`src/cgu_defines.vh`:
```
`ifndef CGU_DEFINES_VH
`define CGU_DEFINES_VH

// System clock rate and lock wait
`define CGU_CLK_MHZ 25
`define CGU_LOCK_NS 100000
`define CGU_LOCK_CYC ((`CGU_LOCK_NS * `CGU_CLK_MHZ + 999) / 1000)
`define CGU_LOCK_W 12
`define CGU_BASE_DIV 4'h4

// Clock modes
`define CGU_MODE_DIRECT 2'h0
`define CGU_MODE_PRESC 2'h1
`define CGU_MODE_PLL 2'h2
`define CGU_MODE_BASE 2'h3

// Register byte offsets
`define CGU_OFS_CTRL 8'h00
`define CGU_OFS_FACT 8'h04
`define CGU_OFS_STAT 8'h08
`define CGU_OFS_MODEN 8'h0C
`define CGU_OFS_SLKEEP 8'h10

// Control fields
`define CGU_CTRL_MODE 1:0
`define CGU_CTRL_APPLY 2
`define CGU_CTRL_SLEEP 3
`define CGU_CTRL_PDOWN 4

// Factor fields, each holding factor minus one
`define CGU_FACT_P 3:0
`define CGU_FACT_N 10:4
`define CGU_FACT_K 15:12
`define CGU_FACT_RST 16'h0000

// Status fields
`define CGU_STAT_MODE 1:0
`define CGU_STAT_BUSY 2
`define CGU_STAT_LOCK 3
`define CGU_STAT_SLEEP 4
`define CGU_STAT_PDOWN 5

`define CGU_NMOD 8
`define CGU_MODEN_RST 8'hFF
`define CGU_SLKEEP_RST 8'h00

// Switch sequencer states
`define CGU_ST_RUN 2'h0
`define CGU_ST_STOP 2'h1
`define CGU_ST_LOAD 2'h2
`define CGU_ST_LOCK 2'h3

`endif

```
`src/cgu_top.v`:
```
// Design decisions made here: the APB slave port and the register offsets.
`include "cgu_defines.vh"

module cgu_top (
   // Clock and reset
   input wire i_clk_sys,
   input wire i_nrst,
   // Oscillator input pin, mode straps and wake request
   input wire i_osc,
   input wire [1:0] i_mode_strap,
   input wire i_wake,
   // APB slave
   input wire i_psel,
   input wire i_penable,
   input wire i_pwrite,
   input wire [7:0] i_paddr,
   input wire [31:0] i_pwdata,
   output wire [31:0] o_prdata,
   output wire o_pready,
   output wire o_pslverr,
   // Clock outputs
   output wire o_clk_cpu,
   output wire o_clk_sys,
   output wire [`CGU_NMOD-1:0] o_mod_en,
   output wire o_locked
);

   localparam integer LOCK_INT = `CGU_LOCK_CYC;
   localparam [`CGU_LOCK_W-1:0] LOCK_CYC = LOCK_INT[`CGU_LOCK_W-1:0];

   function is_sel;
      input [7:0] addr;
      input [7:0] ofs;
      begin
         is_sel = (addr == ofs);
      end
   endfunction

   // Bus state
   reg pready_reg, pslverr_reg, hit;
   reg [31:0] prdata_reg, prdata_next;
   wire acc, wr;

   // Software settings
   reg [1:0] mode_sw_reg;
   reg [15:0] fact_sw_reg;
   reg apply_reg, sleep_reg, pdown_reg, strap_done_reg;
   reg [`CGU_NMOD-1:0] moden_reg, slkeep_reg;

   // Active settings
   reg [1:0] mode_act_reg, st_reg, st_next;
   reg [15:0] fact_act_reg;
   reg [`CGU_LOCK_W-1:0] lock_cnt_reg;
   reg locked_reg, div_clr;

   // Clock path
   reg osc_reg, src_tick, phase_reg, free_reg;
   reg [7:0] burst_reg;
   reg [3:0] base_cnt_reg;
   reg clk_cpu_reg, clk_sys_reg;
   reg [`CGU_NMOD-1:0] mod_en_reg;
   wire osc_edge, ref_tick, out_tick, base_tick, free_clk;
   wire gate_sw, gate_cpu, gate_sys, cpu_next, sys_next;

   assign acc = i_psel & i_penable & pready_reg;
   assign wr = acc & i_pwrite;

   always @* begin
      hit = is_sel(i_paddr, `CGU_OFS_CTRL) | is_sel(i_paddr, `CGU_OFS_FACT)
         | is_sel(i_paddr, `CGU_OFS_STAT) | is_sel(i_paddr, `CGU_OFS_MODEN)
         | is_sel(i_paddr, `CGU_OFS_SLKEEP);
      prdata_next = 32'h00000000;
      if (is_sel(i_paddr, `CGU_OFS_CTRL)) begin
         prdata_next[`CGU_CTRL_MODE] = mode_sw_reg;
         prdata_next[`CGU_CTRL_SLEEP] = sleep_reg;
         prdata_next[`CGU_CTRL_PDOWN] = pdown_reg;
      end
      if (is_sel(i_paddr, `CGU_OFS_FACT)) begin
         prdata_next[15:0] = fact_sw_reg;
      end
      if (is_sel(i_paddr, `CGU_OFS_STAT)) begin
         prdata_next[`CGU_STAT_MODE] = mode_act_reg;
         prdata_next[`CGU_STAT_BUSY] = (st_reg != `CGU_ST_RUN) | apply_reg;
         prdata_next[`CGU_STAT_LOCK] = locked_reg;
         prdata_next[`CGU_STAT_SLEEP] = sleep_reg;
         prdata_next[`CGU_STAT_PDOWN] = pdown_reg;
      end
      if (is_sel(i_paddr, `CGU_OFS_MODEN)) begin
         prdata_next[`CGU_NMOD-1:0] = moden_reg;
      end
      if (is_sel(i_paddr, `CGU_OFS_SLKEEP)) begin
         prdata_next[`CGU_NMOD-1:0] = slkeep_reg;
      end
   end

   // Zero-wait APB answer in the first access cycle
   always @(posedge i_clk_sys or negedge i_nrst) begin
      if (!i_nrst) begin
         pready_reg <= 1'b0;
         pslverr_reg <= 1'b0;
         prdata_reg <= 32'h00000000;
      end else begin
         pready_reg <= i_psel & ~i_penable;
         pslverr_reg <= i_psel & ~i_penable & ~hit;
         if (i_psel & ~i_penable & ~i_pwrite) begin
            prdata_reg <= prdata_next;
         end
      end
   end

   // Software registers; mode defaults to straps caught after reset
   always @(posedge i_clk_sys or negedge i_nrst) begin
      if (!i_nrst) begin
         mode_sw_reg <= `CGU_MODE_DIRECT;
         fact_sw_reg <= `CGU_FACT_RST;
         apply_reg <= 1'b0;
         sleep_reg <= 1'b0;
         pdown_reg <= 1'b0;
         moden_reg <= `CGU_MODEN_RST;
         slkeep_reg <= `CGU_SLKEEP_RST;
         strap_done_reg <= 1'b0;
      end else begin
         strap_done_reg <= 1'b1;
         if (!strap_done_reg) begin
            mode_sw_reg <= i_mode_strap;
            apply_reg <= 1'b1;
         end else if (wr && is_sel(i_paddr, `CGU_OFS_CTRL)) begin
            mode_sw_reg <= i_pwdata[`CGU_CTRL_MODE];
            apply_reg <= i_pwdata[`CGU_CTRL_APPLY]
               | (apply_reg & (st_reg != `CGU_ST_LOAD));
         end else if (st_reg == `CGU_ST_LOAD) begin
            apply_reg <= 1'b0;
         end
         // sleep request, wake clears unless set again
         if (wr && is_sel(i_paddr, `CGU_OFS_CTRL)) begin
            sleep_reg <= i_pwdata[`CGU_CTRL_SLEEP];
            pdown_reg <= i_pwdata[`CGU_CTRL_PDOWN];
         end else if (i_wake) begin
            sleep_reg <= 1'b0;
         end
         if (wr && is_sel(i_paddr, `CGU_OFS_FACT)) begin
            fact_sw_reg <= i_pwdata[15:0];
         end
         if (wr && is_sel(i_paddr, `CGU_OFS_MODEN)) begin
            moden_reg <= i_pwdata[`CGU_NMOD-1:0];
         end
         if (wr && is_sel(i_paddr, `CGU_OFS_SLKEEP)) begin
            slkeep_reg <= i_pwdata[`CGU_NMOD-1:0];
         end
      end
   end

   // Switch sequencer
   always @* begin
      st_next = st_reg;
      div_clr = 1'b0;
      case (st_reg)
         `CGU_ST_RUN: begin
            if (apply_reg) begin
               st_next = `CGU_ST_STOP;
            end
         end
         `CGU_ST_STOP: begin
            // wait until both clocks rest low
            if (!clk_cpu_reg && !clk_sys_reg) begin
               st_next = `CGU_ST_LOAD;
            end
         end
         `CGU_ST_LOAD: begin
            div_clr = 1'b1;
            st_next = `CGU_ST_LOCK;
         end
         `CGU_ST_LOCK: begin
            if (lock_cnt_reg == {`CGU_LOCK_W{1'b0}}) begin
               st_next = `CGU_ST_RUN;
            end
         end
         default: begin
            st_next = `CGU_ST_RUN;
         end
      endcase
   end

   always @(posedge i_clk_sys or negedge i_nrst) begin
      if (!i_nrst) begin
         st_reg <= `CGU_ST_RUN;
         mode_act_reg <= `CGU_MODE_DIRECT;
         fact_act_reg <= `CGU_FACT_RST;
         lock_cnt_reg <= {`CGU_LOCK_W{1'b0}};
         locked_reg <= 1'b0;
      end else begin
         st_reg <= st_next;
         if (st_reg == `CGU_ST_LOAD) begin
            mode_act_reg <= mode_sw_reg;
            fact_act_reg <= fact_sw_reg;
            locked_reg <= 1'b0;
            if (mode_sw_reg == `CGU_MODE_PLL ||
                mode_sw_reg == `CGU_MODE_BASE) begin
               lock_cnt_reg <= LOCK_CYC;
            end else begin
               lock_cnt_reg <= {`CGU_LOCK_W{1'b0}};
            end
         end else if (lock_cnt_reg != {`CGU_LOCK_W{1'b0}}) begin
            lock_cnt_reg <= lock_cnt_reg - {{(`CGU_LOCK_W-1){1'b0}}, 1'b1};
         end else if (st_reg == `CGU_ST_LOCK) begin
            locked_reg <= 1'b1;
         end
      end
   end

   // Oscillator edges and free base oscillator
   assign osc_edge = i_osc ^ osc_reg;
   assign base_tick = (base_cnt_reg == `CGU_BASE_DIV - 4'h1);

   always @(posedge i_clk_sys or negedge i_nrst) begin
      if (!i_nrst) begin
         osc_reg <= 1'b0;
         base_cnt_reg <= 4'h0;
         burst_reg <= 8'h00;
      end else begin
         osc_reg <= i_osc;
         base_cnt_reg <= base_tick ? 4'h0 : base_cnt_reg + 4'h1;
         // each reference event releases N oscillator ticks
         if (div_clr || mode_act_reg != `CGU_MODE_PLL) begin
            burst_reg <= 8'h00;
         end else if (ref_tick) begin
            burst_reg <= {1'b0, fact_act_reg[`CGU_FACT_N]} + 8'h01;
         end else if (burst_reg != 8'h00) begin
            burst_reg <= burst_reg - 8'h01;
         end
      end
   end

   // Predivider on both oscillator edges
   cgu_div #(.W(4)) u_pdiv (
      .i_clk_sys(i_clk_sys),
      .i_nrst(i_nrst),
      .i_clr(div_clr),
      .i_en(osc_edge),
      .i_div(fact_act_reg[`CGU_FACT_P]),
      .o_tick(ref_tick)
   );

   always @* begin
      case (mode_act_reg)
         `CGU_MODE_PRESC: src_tick = ref_tick;
         `CGU_MODE_PLL: src_tick = (burst_reg != 8'h00);
         `CGU_MODE_BASE: src_tick = base_tick;
         default: src_tick = 1'b0;
      endcase
   end

   // Output divider
   cgu_div #(.W(4)) u_kdiv (
      .i_clk_sys(i_clk_sys),
      .i_nrst(i_nrst),
      .i_clr(div_clr),
      .i_en(src_tick),
      .i_div(fact_act_reg[`CGU_FACT_K]),
      .o_tick(out_tick)
   );

   assign free_clk = (mode_act_reg == `CGU_MODE_DIRECT) ? osc_reg
      : phase_reg;

   // gating only holds a low clock low, never cuts a high phase
   assign gate_sw = (st_reg == `CGU_ST_STOP) | (st_reg == `CGU_ST_LOAD)
      | (st_reg == `CGU_ST_LOCK);
   // sleep stops the CPU clock, power-down stops both
   assign gate_cpu = gate_sw | sleep_reg | pdown_reg;
   assign gate_sys = gate_sw | pdown_reg;
   // A stopped clock restarts only on a rising edge of its source
   assign cpu_next = clk_cpu_reg ? free_clk
      : (~gate_cpu & free_clk & ~free_reg);
   assign sys_next = clk_sys_reg ? free_clk
      : (~gate_sys & free_clk & ~free_reg);

   always @(posedge i_clk_sys or negedge i_nrst) begin
      if (!i_nrst) begin
         clk_cpu_reg <= 1'b0;
         clk_sys_reg <= 1'b0;
         phase_reg <= 1'b0;
         free_reg <= 1'b0;
      end else begin
         clk_cpu_reg <= cpu_next;
         // system clock from the same source as CPU clock
         clk_sys_reg <= sys_next;
         // Divided phase runs even while gated, restarts low on load
         phase_reg <= div_clr ? 1'b0 : (phase_reg ^ out_tick);
         free_reg <= free_clk;
      end
   end

   // Per-module enables change only while the system clock is low
   genvar g;
   generate
      for (g = 0; g < `CGU_NMOD; g = g + 1) begin : g_mod
         always @(posedge i_clk_sys or negedge i_nrst) begin
            if (!i_nrst) begin
               mod_en_reg[g] <= 1'b0;
            end else if (!sys_next) begin
               mod_en_reg[g] <= moden_reg[g] & ~pdown_reg
                  & (~sleep_reg | slkeep_reg[g]);
            end
         end
      end
   endgenerate

   assign o_prdata = prdata_reg;
   assign o_pready = pready_reg;
   assign o_pslverr = pslverr_reg;
   assign o_clk_cpu = clk_cpu_reg;
   assign o_clk_sys = clk_sys_reg;
   assign o_mod_en = mod_en_reg;
   assign o_locked = locked_reg;

endmodule

```
`src/cgu_div.v`:
```
module cgu_div #(
   parameter W = 4
) (
   // Clock and reset
   input wire i_clk_sys,
   input wire i_nrst,
   // Control
   input wire i_clr,
   input wire i_en,
   input wire [W-1:0] i_div,
   // Output event
   output wire o_tick
);

   reg [W-1:0] cnt_reg;
   wire wrap;

   assign wrap = (cnt_reg >= i_div);
   assign o_tick = i_en & wrap;

   // Counts enable events, one tick per div plus one events
   always @(posedge i_clk_sys or negedge i_nrst) begin
      if (!i_nrst) begin
         cnt_reg <= {W{1'b0}};
      end else if (i_clr) begin
         cnt_reg <= {W{1'b0}};
      end else if (i_en) begin
         cnt_reg <= wrap ? {W{1'b0}} : cnt_reg + {{(W-1){1'b0}}, 1'b1};
      end
   end

endmodule

```
`config.mk`:
```
export PLATFORM = sky130hd
export DESIGN_NAME = cgu_top
export DESIGN_NICKNAME = d
export VERILOG_FILES = /design/src/cgu_top.v /design/src/cgu_div.v
export VERILOG_INCLUDE_DIRS = /design/src
export SDC_FILE = /design/constraint.sdc
export NUM_CORES = 1
export LEC_CHECK = 0
export BUFFER_PORTS_ARGS = -buffer_cell sky130_fd_sc_hd__buf_2
export CAP_MARGIN = 20
export CORE_MARGIN = 4
export CORE_UTILIZATION = 52
export DETAILED_ROUTE_END_ITERATION = 8
export PLACE_DENSITY = 0.76
export RECOVER_POWER = 25
export SLEW_MARGIN = 15
export SYNTH_ARGS = -nofsm -noshare
export SYNTH_HDL_FRONTEND = slang
export SYNTH_SLANG_ARGS = --single-unit
```
`constraint.sdc`:
```
create_clock -name i_clk_sys -period 1.9 [get_ports i_clk_sys]
set_input_delay 0.38 -clock i_clk_sys [delete_from_list [all_inputs] [get_ports i_clk_sys]]
set_output_delay 0.38 -clock i_clk_sys [all_outputs]
set_load 0.01 [all_outputs]
```
* After elaboration in Yosys (flattened, before gate mapping)
Cells that the tools add are included.
** Word-level totals
- Flip-flop bits (word level) :: 122
- Input port bits :: 49
- Logic and storage cells :: 183
- Output and inout port bits :: 45
** Operators by class
- Reductions and logical operators :: 24
- Equal/unequal tests :: 21
- Mux-type cells :: 39
- $lt $le $gt $ge :: 2
- $add $sub $neg :: 6
- Bitwise gates (word level) :: 58
** Operators with widths (count)
- 8-bit two-way mux :: 5
- 12-bit two-way mux :: 3
- 1-bit AND :: 29
- 4-bit two-way mux :: 7
- 1-bit OR :: 19
- 8-bit by 4-bit equality test with 1-bit output (second input constant) :: 2
- 16-bit two-way mux :: 1
- 2-bit two-way mux :: 7
- 1-bit two-way mux :: 13
- 4-bit by 1-bit adder with 4-bit output (second input constant) :: 3
- 2-bit equality test (second input constant) :: 6
- 12-bit zero test :: 1
- 12-bit nonzero test :: 1
- 2-bit nonzero test :: 6
- 12-bit by 1-bit subtractor with 12-bit output (second input constant) :: 1
- 2-bit inequality test (second input constant) :: 5
- 7-bit by 1-bit adder with 8-bit output (second input constant) :: 1
- 8-bit by 3-bit equality test with 1-bit output (second input constant) :: 1
- 8-bit by 5-bit equality test with 1-bit output (second input constant) :: 1
- 4-bit >= comparator :: 2
- 8-bit zero test :: 1
- 1-bit inverter :: 8
- 2-bit case mux with 4 select lines :: 1
- 8-bit nonzero test :: 1
- other kinds (15) :: 25

* Longest topological paths before layout
- Word-level depth :: 9
- Mapped depth :: 8
- Gate-level depth less buffers :: 7

* Modules after synthesis
From an unflattened synthesis, not the netlist that was laid out.
** Unflattened totals
- Cells, all modules :: 530
- Area, all modules :: 6092.1 µm²
** Modules (own cells, without submodules)
- cgu_top :: area each 5408.9 µm², instances 1, cells an instance 460, sequential area each 2837.7 µm²
- cgu_div :: area each 341.6 µm², instances 2, cells an instance 35, sequential area each 100.1 µm²

* Worst setup path before layout
OpenSTA, ideal clock, no wires.
- Kind :: register -> register
- From :: register u_pdiv.cnt_reg[0]
- To :: register burst_reg[0]
- Stages on the path, launching flop included :: 8
- Data arrival time :: 1.866 ns
- Slack :: -0.037 ns
- Data required time :: 1.828 ns
- Cell sequence :: dfrtp_1 -> inv_1 -> ha_1 -> nand2b_1 -> a2111o_1 -> nand3_1 -> mux2_2 -> nor2_1
** On the way
- Longest elaborated chain between the ends :: 4
- Elaborated cells on any way between the ends :: 5
- Those cells by class :: 1 x order compare; 2 x mux; 1 x bitwise; 1 x reduce/logical
** RTL lines
- from (decl) :: RTL line cgu_div.v:15 : reg [W-1:0] cnt_reg;
- from (signal assigned) :: RTL line cgu_div.v:24 : cnt_reg <= {W{1'b0}};
- from (signal assigned) :: RTL line cgu_div.v:26 : cnt_reg <= {W{1'b0}};
- from (signal assigned) :: RTL line cgu_div.v:28 : cnt_reg <= wrap ? {W{1'b0}} : cnt_reg + {{(W-1){1'b0}}, 1'b1};
- 4-bit >= comparator (*) :: RTL line cgu_div.v:18 : assign wrap = (cnt_reg >= i_div);
- 1-bit AND (*) :: RTL line cgu_div.v:19 : assign o_tick = i_en & wrap;
- 8-bit two-way mux :: RTL line cgu_top.v:226 : end else if (ref_tick) begin
- 8-bit two-way mux :: RTL line cgu_top.v:224 : if (div_clr || mode_act_reg != `CGU_MODE_PLL) begin
- to (signal assigned) :: RTL line cgu_top.v:227 : burst_reg <= {1'b0, fact_act_reg[`CGU_FACT_N]} + 8'h01;
- to (signal assigned) :: RTL line cgu_top.v:229 : burst_reg <= burst_reg - 8'h01;
- to (decl) :: RTL line cgu_top.v:58 : reg [7:0] burst_reg;
Every way passes the cells marked *; elsewhere a longest branch is shown, timed or not.
A chain may end at the register's enable or synchronous reset.

* Worst setup path after layout
- From :: register u_pdiv.cnt_reg[0]
- To :: register phase_reg
** On the way
- Longest elaborated chain between the ends :: 6
** RTL lines
- 4-bit >= comparator :: RTL line cgu_div.v:18
- 1-bit AND :: RTL line cgu_div.v:19
- 1-bit case mux with 3 select lines :: RTL line cgu_top.v:245 : case (mode_act_reg)
- 1-bit AND :: RTL line cgu_div.v:19
- 1-bit bitwise XOR :: RTL line cgu_top.v:289 : phase_reg <= div_clr ? 1'b0 : (phase_reg ^ out_tick);
- 1-bit two-way mux :: RTL line cgu_top.v:289
- to (signal assigned) :: RTL line cgu_top.v:289
- to (decl) :: RTL line cgu_top.v:57 : reg osc_reg, src_tick, phase_reg, free_reg;
No other way between the ends.

==> metrics <==
sequential cell area=3040 um^2; Tightest Pin Transition=885 ps; WHS Endpoint=osc_reg$_DFF_PN0_; Syn-to-layout area delta=21.5%; Syn Inst Count=563; Top Ports=94; crit end category=flip-flop; Layout fillers=811; Worst Skew=9.20 ps; asr flop ratio synth=100%; # diodes=0; RSZ-0062 raised after global routing=true; Die Wd=116 um; layout cell share with drive strength beyond 1=30.0%; Max VDD drop=0.678 mV; Arr. time, crit path=2200 ps; worst r2r path cells=7; Max-Cap Viols=0; Synth Area per Inst=10.8 um^2; total die area=13500 um^2; hold_sp=i_osc; # DRC=0; post-layout min period=1900 ps; PortBufs=just over 60; cell with the most instances after synthesis=dfrtp_1; Root Driver=clkbuf_16; critical path type=flip-flop to flip-flop; TritonCTS buffer count=17; Clock Pin Slew Worst Setup and Hold Paths=50 ps; Final Util=64.6%; sequential share of the synthesized area=49.8%; CP max stage delay=approximately 440 ps; Sink Count=121; CP max stage cell=a2111o_1; Flop pwr share=a little over a third; fin crit share=100%; CP cell instances=inv_1, ha_1, nand2b_4, a2111o_1, nand3_2, a21oi_2, mux2_4; Overflow after GRT=0; worst hold margin=136 ps; multi-input logic area=2800 um^2; CP Max Fanout=5; via count=4526; Synth cell types=66; DRT Wirelength=13900 um; Main synth FF type=dfrtp_1; Worst Setup Start Kind=flip-flop; Tot GR Track Use=a little over a fifth; CP required=2200 ps; final slew viol count=0; Max clock buf depth=2; Clk pwr share=~44%; mapped cell area=between 6000 and 7000 um^2; fin cells=about 800; Post-layout nets=715; DP Wirelength=9260 um; wire per inst=17.3 um; final setup vio count=0; Skew-Pair Late Insertion Delay=approximately 420 ps; Hold Violations, Final=0; status=finished clean; starting DRC count in detailed routing=between 200 and 300; largest net degree at the start of global routing=56; Syn. warnings=0; Pwr Density=around 1200 nW/um^2; switching share of power=28.4%; Hold WC Path Type=input pin to flip-flop; hold depth=1; DP Cell Count=769; post-DR vias/cell=~5.6; gpl congestion=0.902; Max transition margin=41.0%; Overall Power=between 8 and 9 mW; synth top area cells=dfrtp_1 (46%), mux2_2 (7.8%), ha_1 (4.1%); Initial Utilization=53.2%; cell accounting for the most synthesized area=dfrtp_1; Reg2Reg Launch Point=u_pdiv.cnt_reg[0]$_DFFE_PN0P_; setup bufs post-CTS=0; Post-synth EDFFs=0; row cnt=39; CTS tree=done; reg2reg end=phase_reg$_DFF_PN0_; Yosys reg bits=121; first-pass detailed-route iteration total=4; fmax=527 MHz; synth cell count leaders=dfrtp_1 (113), nand2_1 (46), mux2_2 (42), inv_1 (37), nor2_1 (34); vias in the first global route=~4700; Switch Pwr=2.48 mW; Comb pwr share=around a fifth; leak pwr=3.55 nW; Synth top area share=46.3%; initial antenna violation count=0; first-pass GRT wire length=23000 um; Die Height=116 um; FF-to-FF setup slack=between 0.7 and 0.8 ps; Pint=~6.3 mW; H-tree Lvls=4; post-route ant nets=0; core region area=~11000 um^2
worst max-delay path by stage:
stage	from	end	slack [ps]	depth (start not counted)
2_1_floorplan	u_pdiv.cnt_reg[0]$_DFFE_PN0P_	burst_reg[7]$_DFFE_PN0P_	20	8
3_3_place_gp	fact_act_reg[0]$_DFFE_PN0P_	u_pdiv.cnt_reg[0]$_DFFE_PN0P_	-40	7
6_report	u_pdiv.cnt_reg[0]$_DFFE_PN0P_	phase_reg$_DFF_PN0_	0.7	7
5_1_grt	fact_act_reg[0]$_DFFE_PN0P_	u_kdiv.cnt_reg[2]$_DFFE_PN0P_	-60	6
4_1_cts	fact_act_reg[0]$_DFFE_PN0P_	u_pdiv.cnt_reg[3]$_DFFE_PN0P_	6	7
3_5_place_dp	fact_act_reg[0]$_DFFE_PN0P_	u_pdiv.cnt_reg[0]$_DFFE_PN0P_	-80	7
through the flow:
step	instance area, um^2	setup TNS, ps	setup WS (ps)
3_3_place_gp	6670	-40.9	-38.7
3_5_place_dp	6670	-156	-82.6
4_1_cts	7390	0	5.54
5_1_grt	7410	-698	-56.8
2_1_floorplan	6160	0	24.8
6_report	7410	0	0.737
power by group through the flow:
stage / sequential, mW / clock, mW / combinational [mW]
after CTS: 3.06 / 3.87 / 1.84
after detailed placement: 3.10 / 0 / 1.80
final: 3.06 / 3.83 / 1.86
after global routing: 3.10 / 3.99 / 2.06
after floorplan: 3.04 / 0 / 1.32
after global placement: 3.08 / 0 / 1.74
placed cells by master, fill, tap and decap left out, types with 14 or more instances in the layout:
cell         n
a21oi_1     20
buf_2       58
buf_4       20
clkbuf_16   17
conb_1      17
dfrtp_1    113
ha_1        20
inv_1       37
mux2_2      42
mux2i_1     14
nand2_1     45
nand3_1     15
nor2_1      34
o21ai_0     24
timing repair:
action | in CTS | in global routing
endpoints found under the setup margin | 8 | 21
pin swaps | 2 | 3
gates resized for setup | 3 | 10
hold endpoints to repair | 30 | 0
hold buffers | 1 | 0
worst max-delay path, delay by kind of cell, from the launching register on:
| kind | cells | cell delay [ps] |
|---|---|---|
| and+or+nand+nor | 2 | 280 |
| muxes | 1 | 300 |
| AOI/OAI and AO/OA | 2 | 520 |
| buffers and inverters | 1 | 50 |
| adders and majority gates | 1 | 270 |
| DFF | 1 | 350 |
routing by layer:
| layer | track usage [%] | vias to the layer above | part of all wire [%] |
|---|---|---|---|
| met5 | 0 | - | 0 |
| li1 | - | 2124 | - |
| met3 | 5.39 | 20 | 4.4 |
| met2 | 38.1 | 127 | 52 |
| met1 | 27.0 | 2255 | 42 |
| met4 | 6.88 | 0 | 1.4 |
layout make-up:
class | count | area share, %
multi-input combinational | 381 | 37.8
tap | 143 | 2.41
clock buffer | 18 | 5.93
clock inverter | 14 | 3.63
timing repair buffer | 87 | 7.31
inverter | 38 | 1.93
sequential | 121 | 41.0
kinds of logic after synthesis:
kind of cell | Yosys count | synth area share [%]
and+or+nand+nor | 155 | 13.8
DFF | 121 | 49.8
AOI/OAI and AO/OA | 110 | 12.4
buffers and inverters | 76 | 5.95
muxes | 59 | 10.9
adders and majority gates | 20 | 4.10
xor gates and xnor gates | 20 | 2.87
other | 2 | 0.123
No activity file was read; power rests on OpenSTA's default activity.
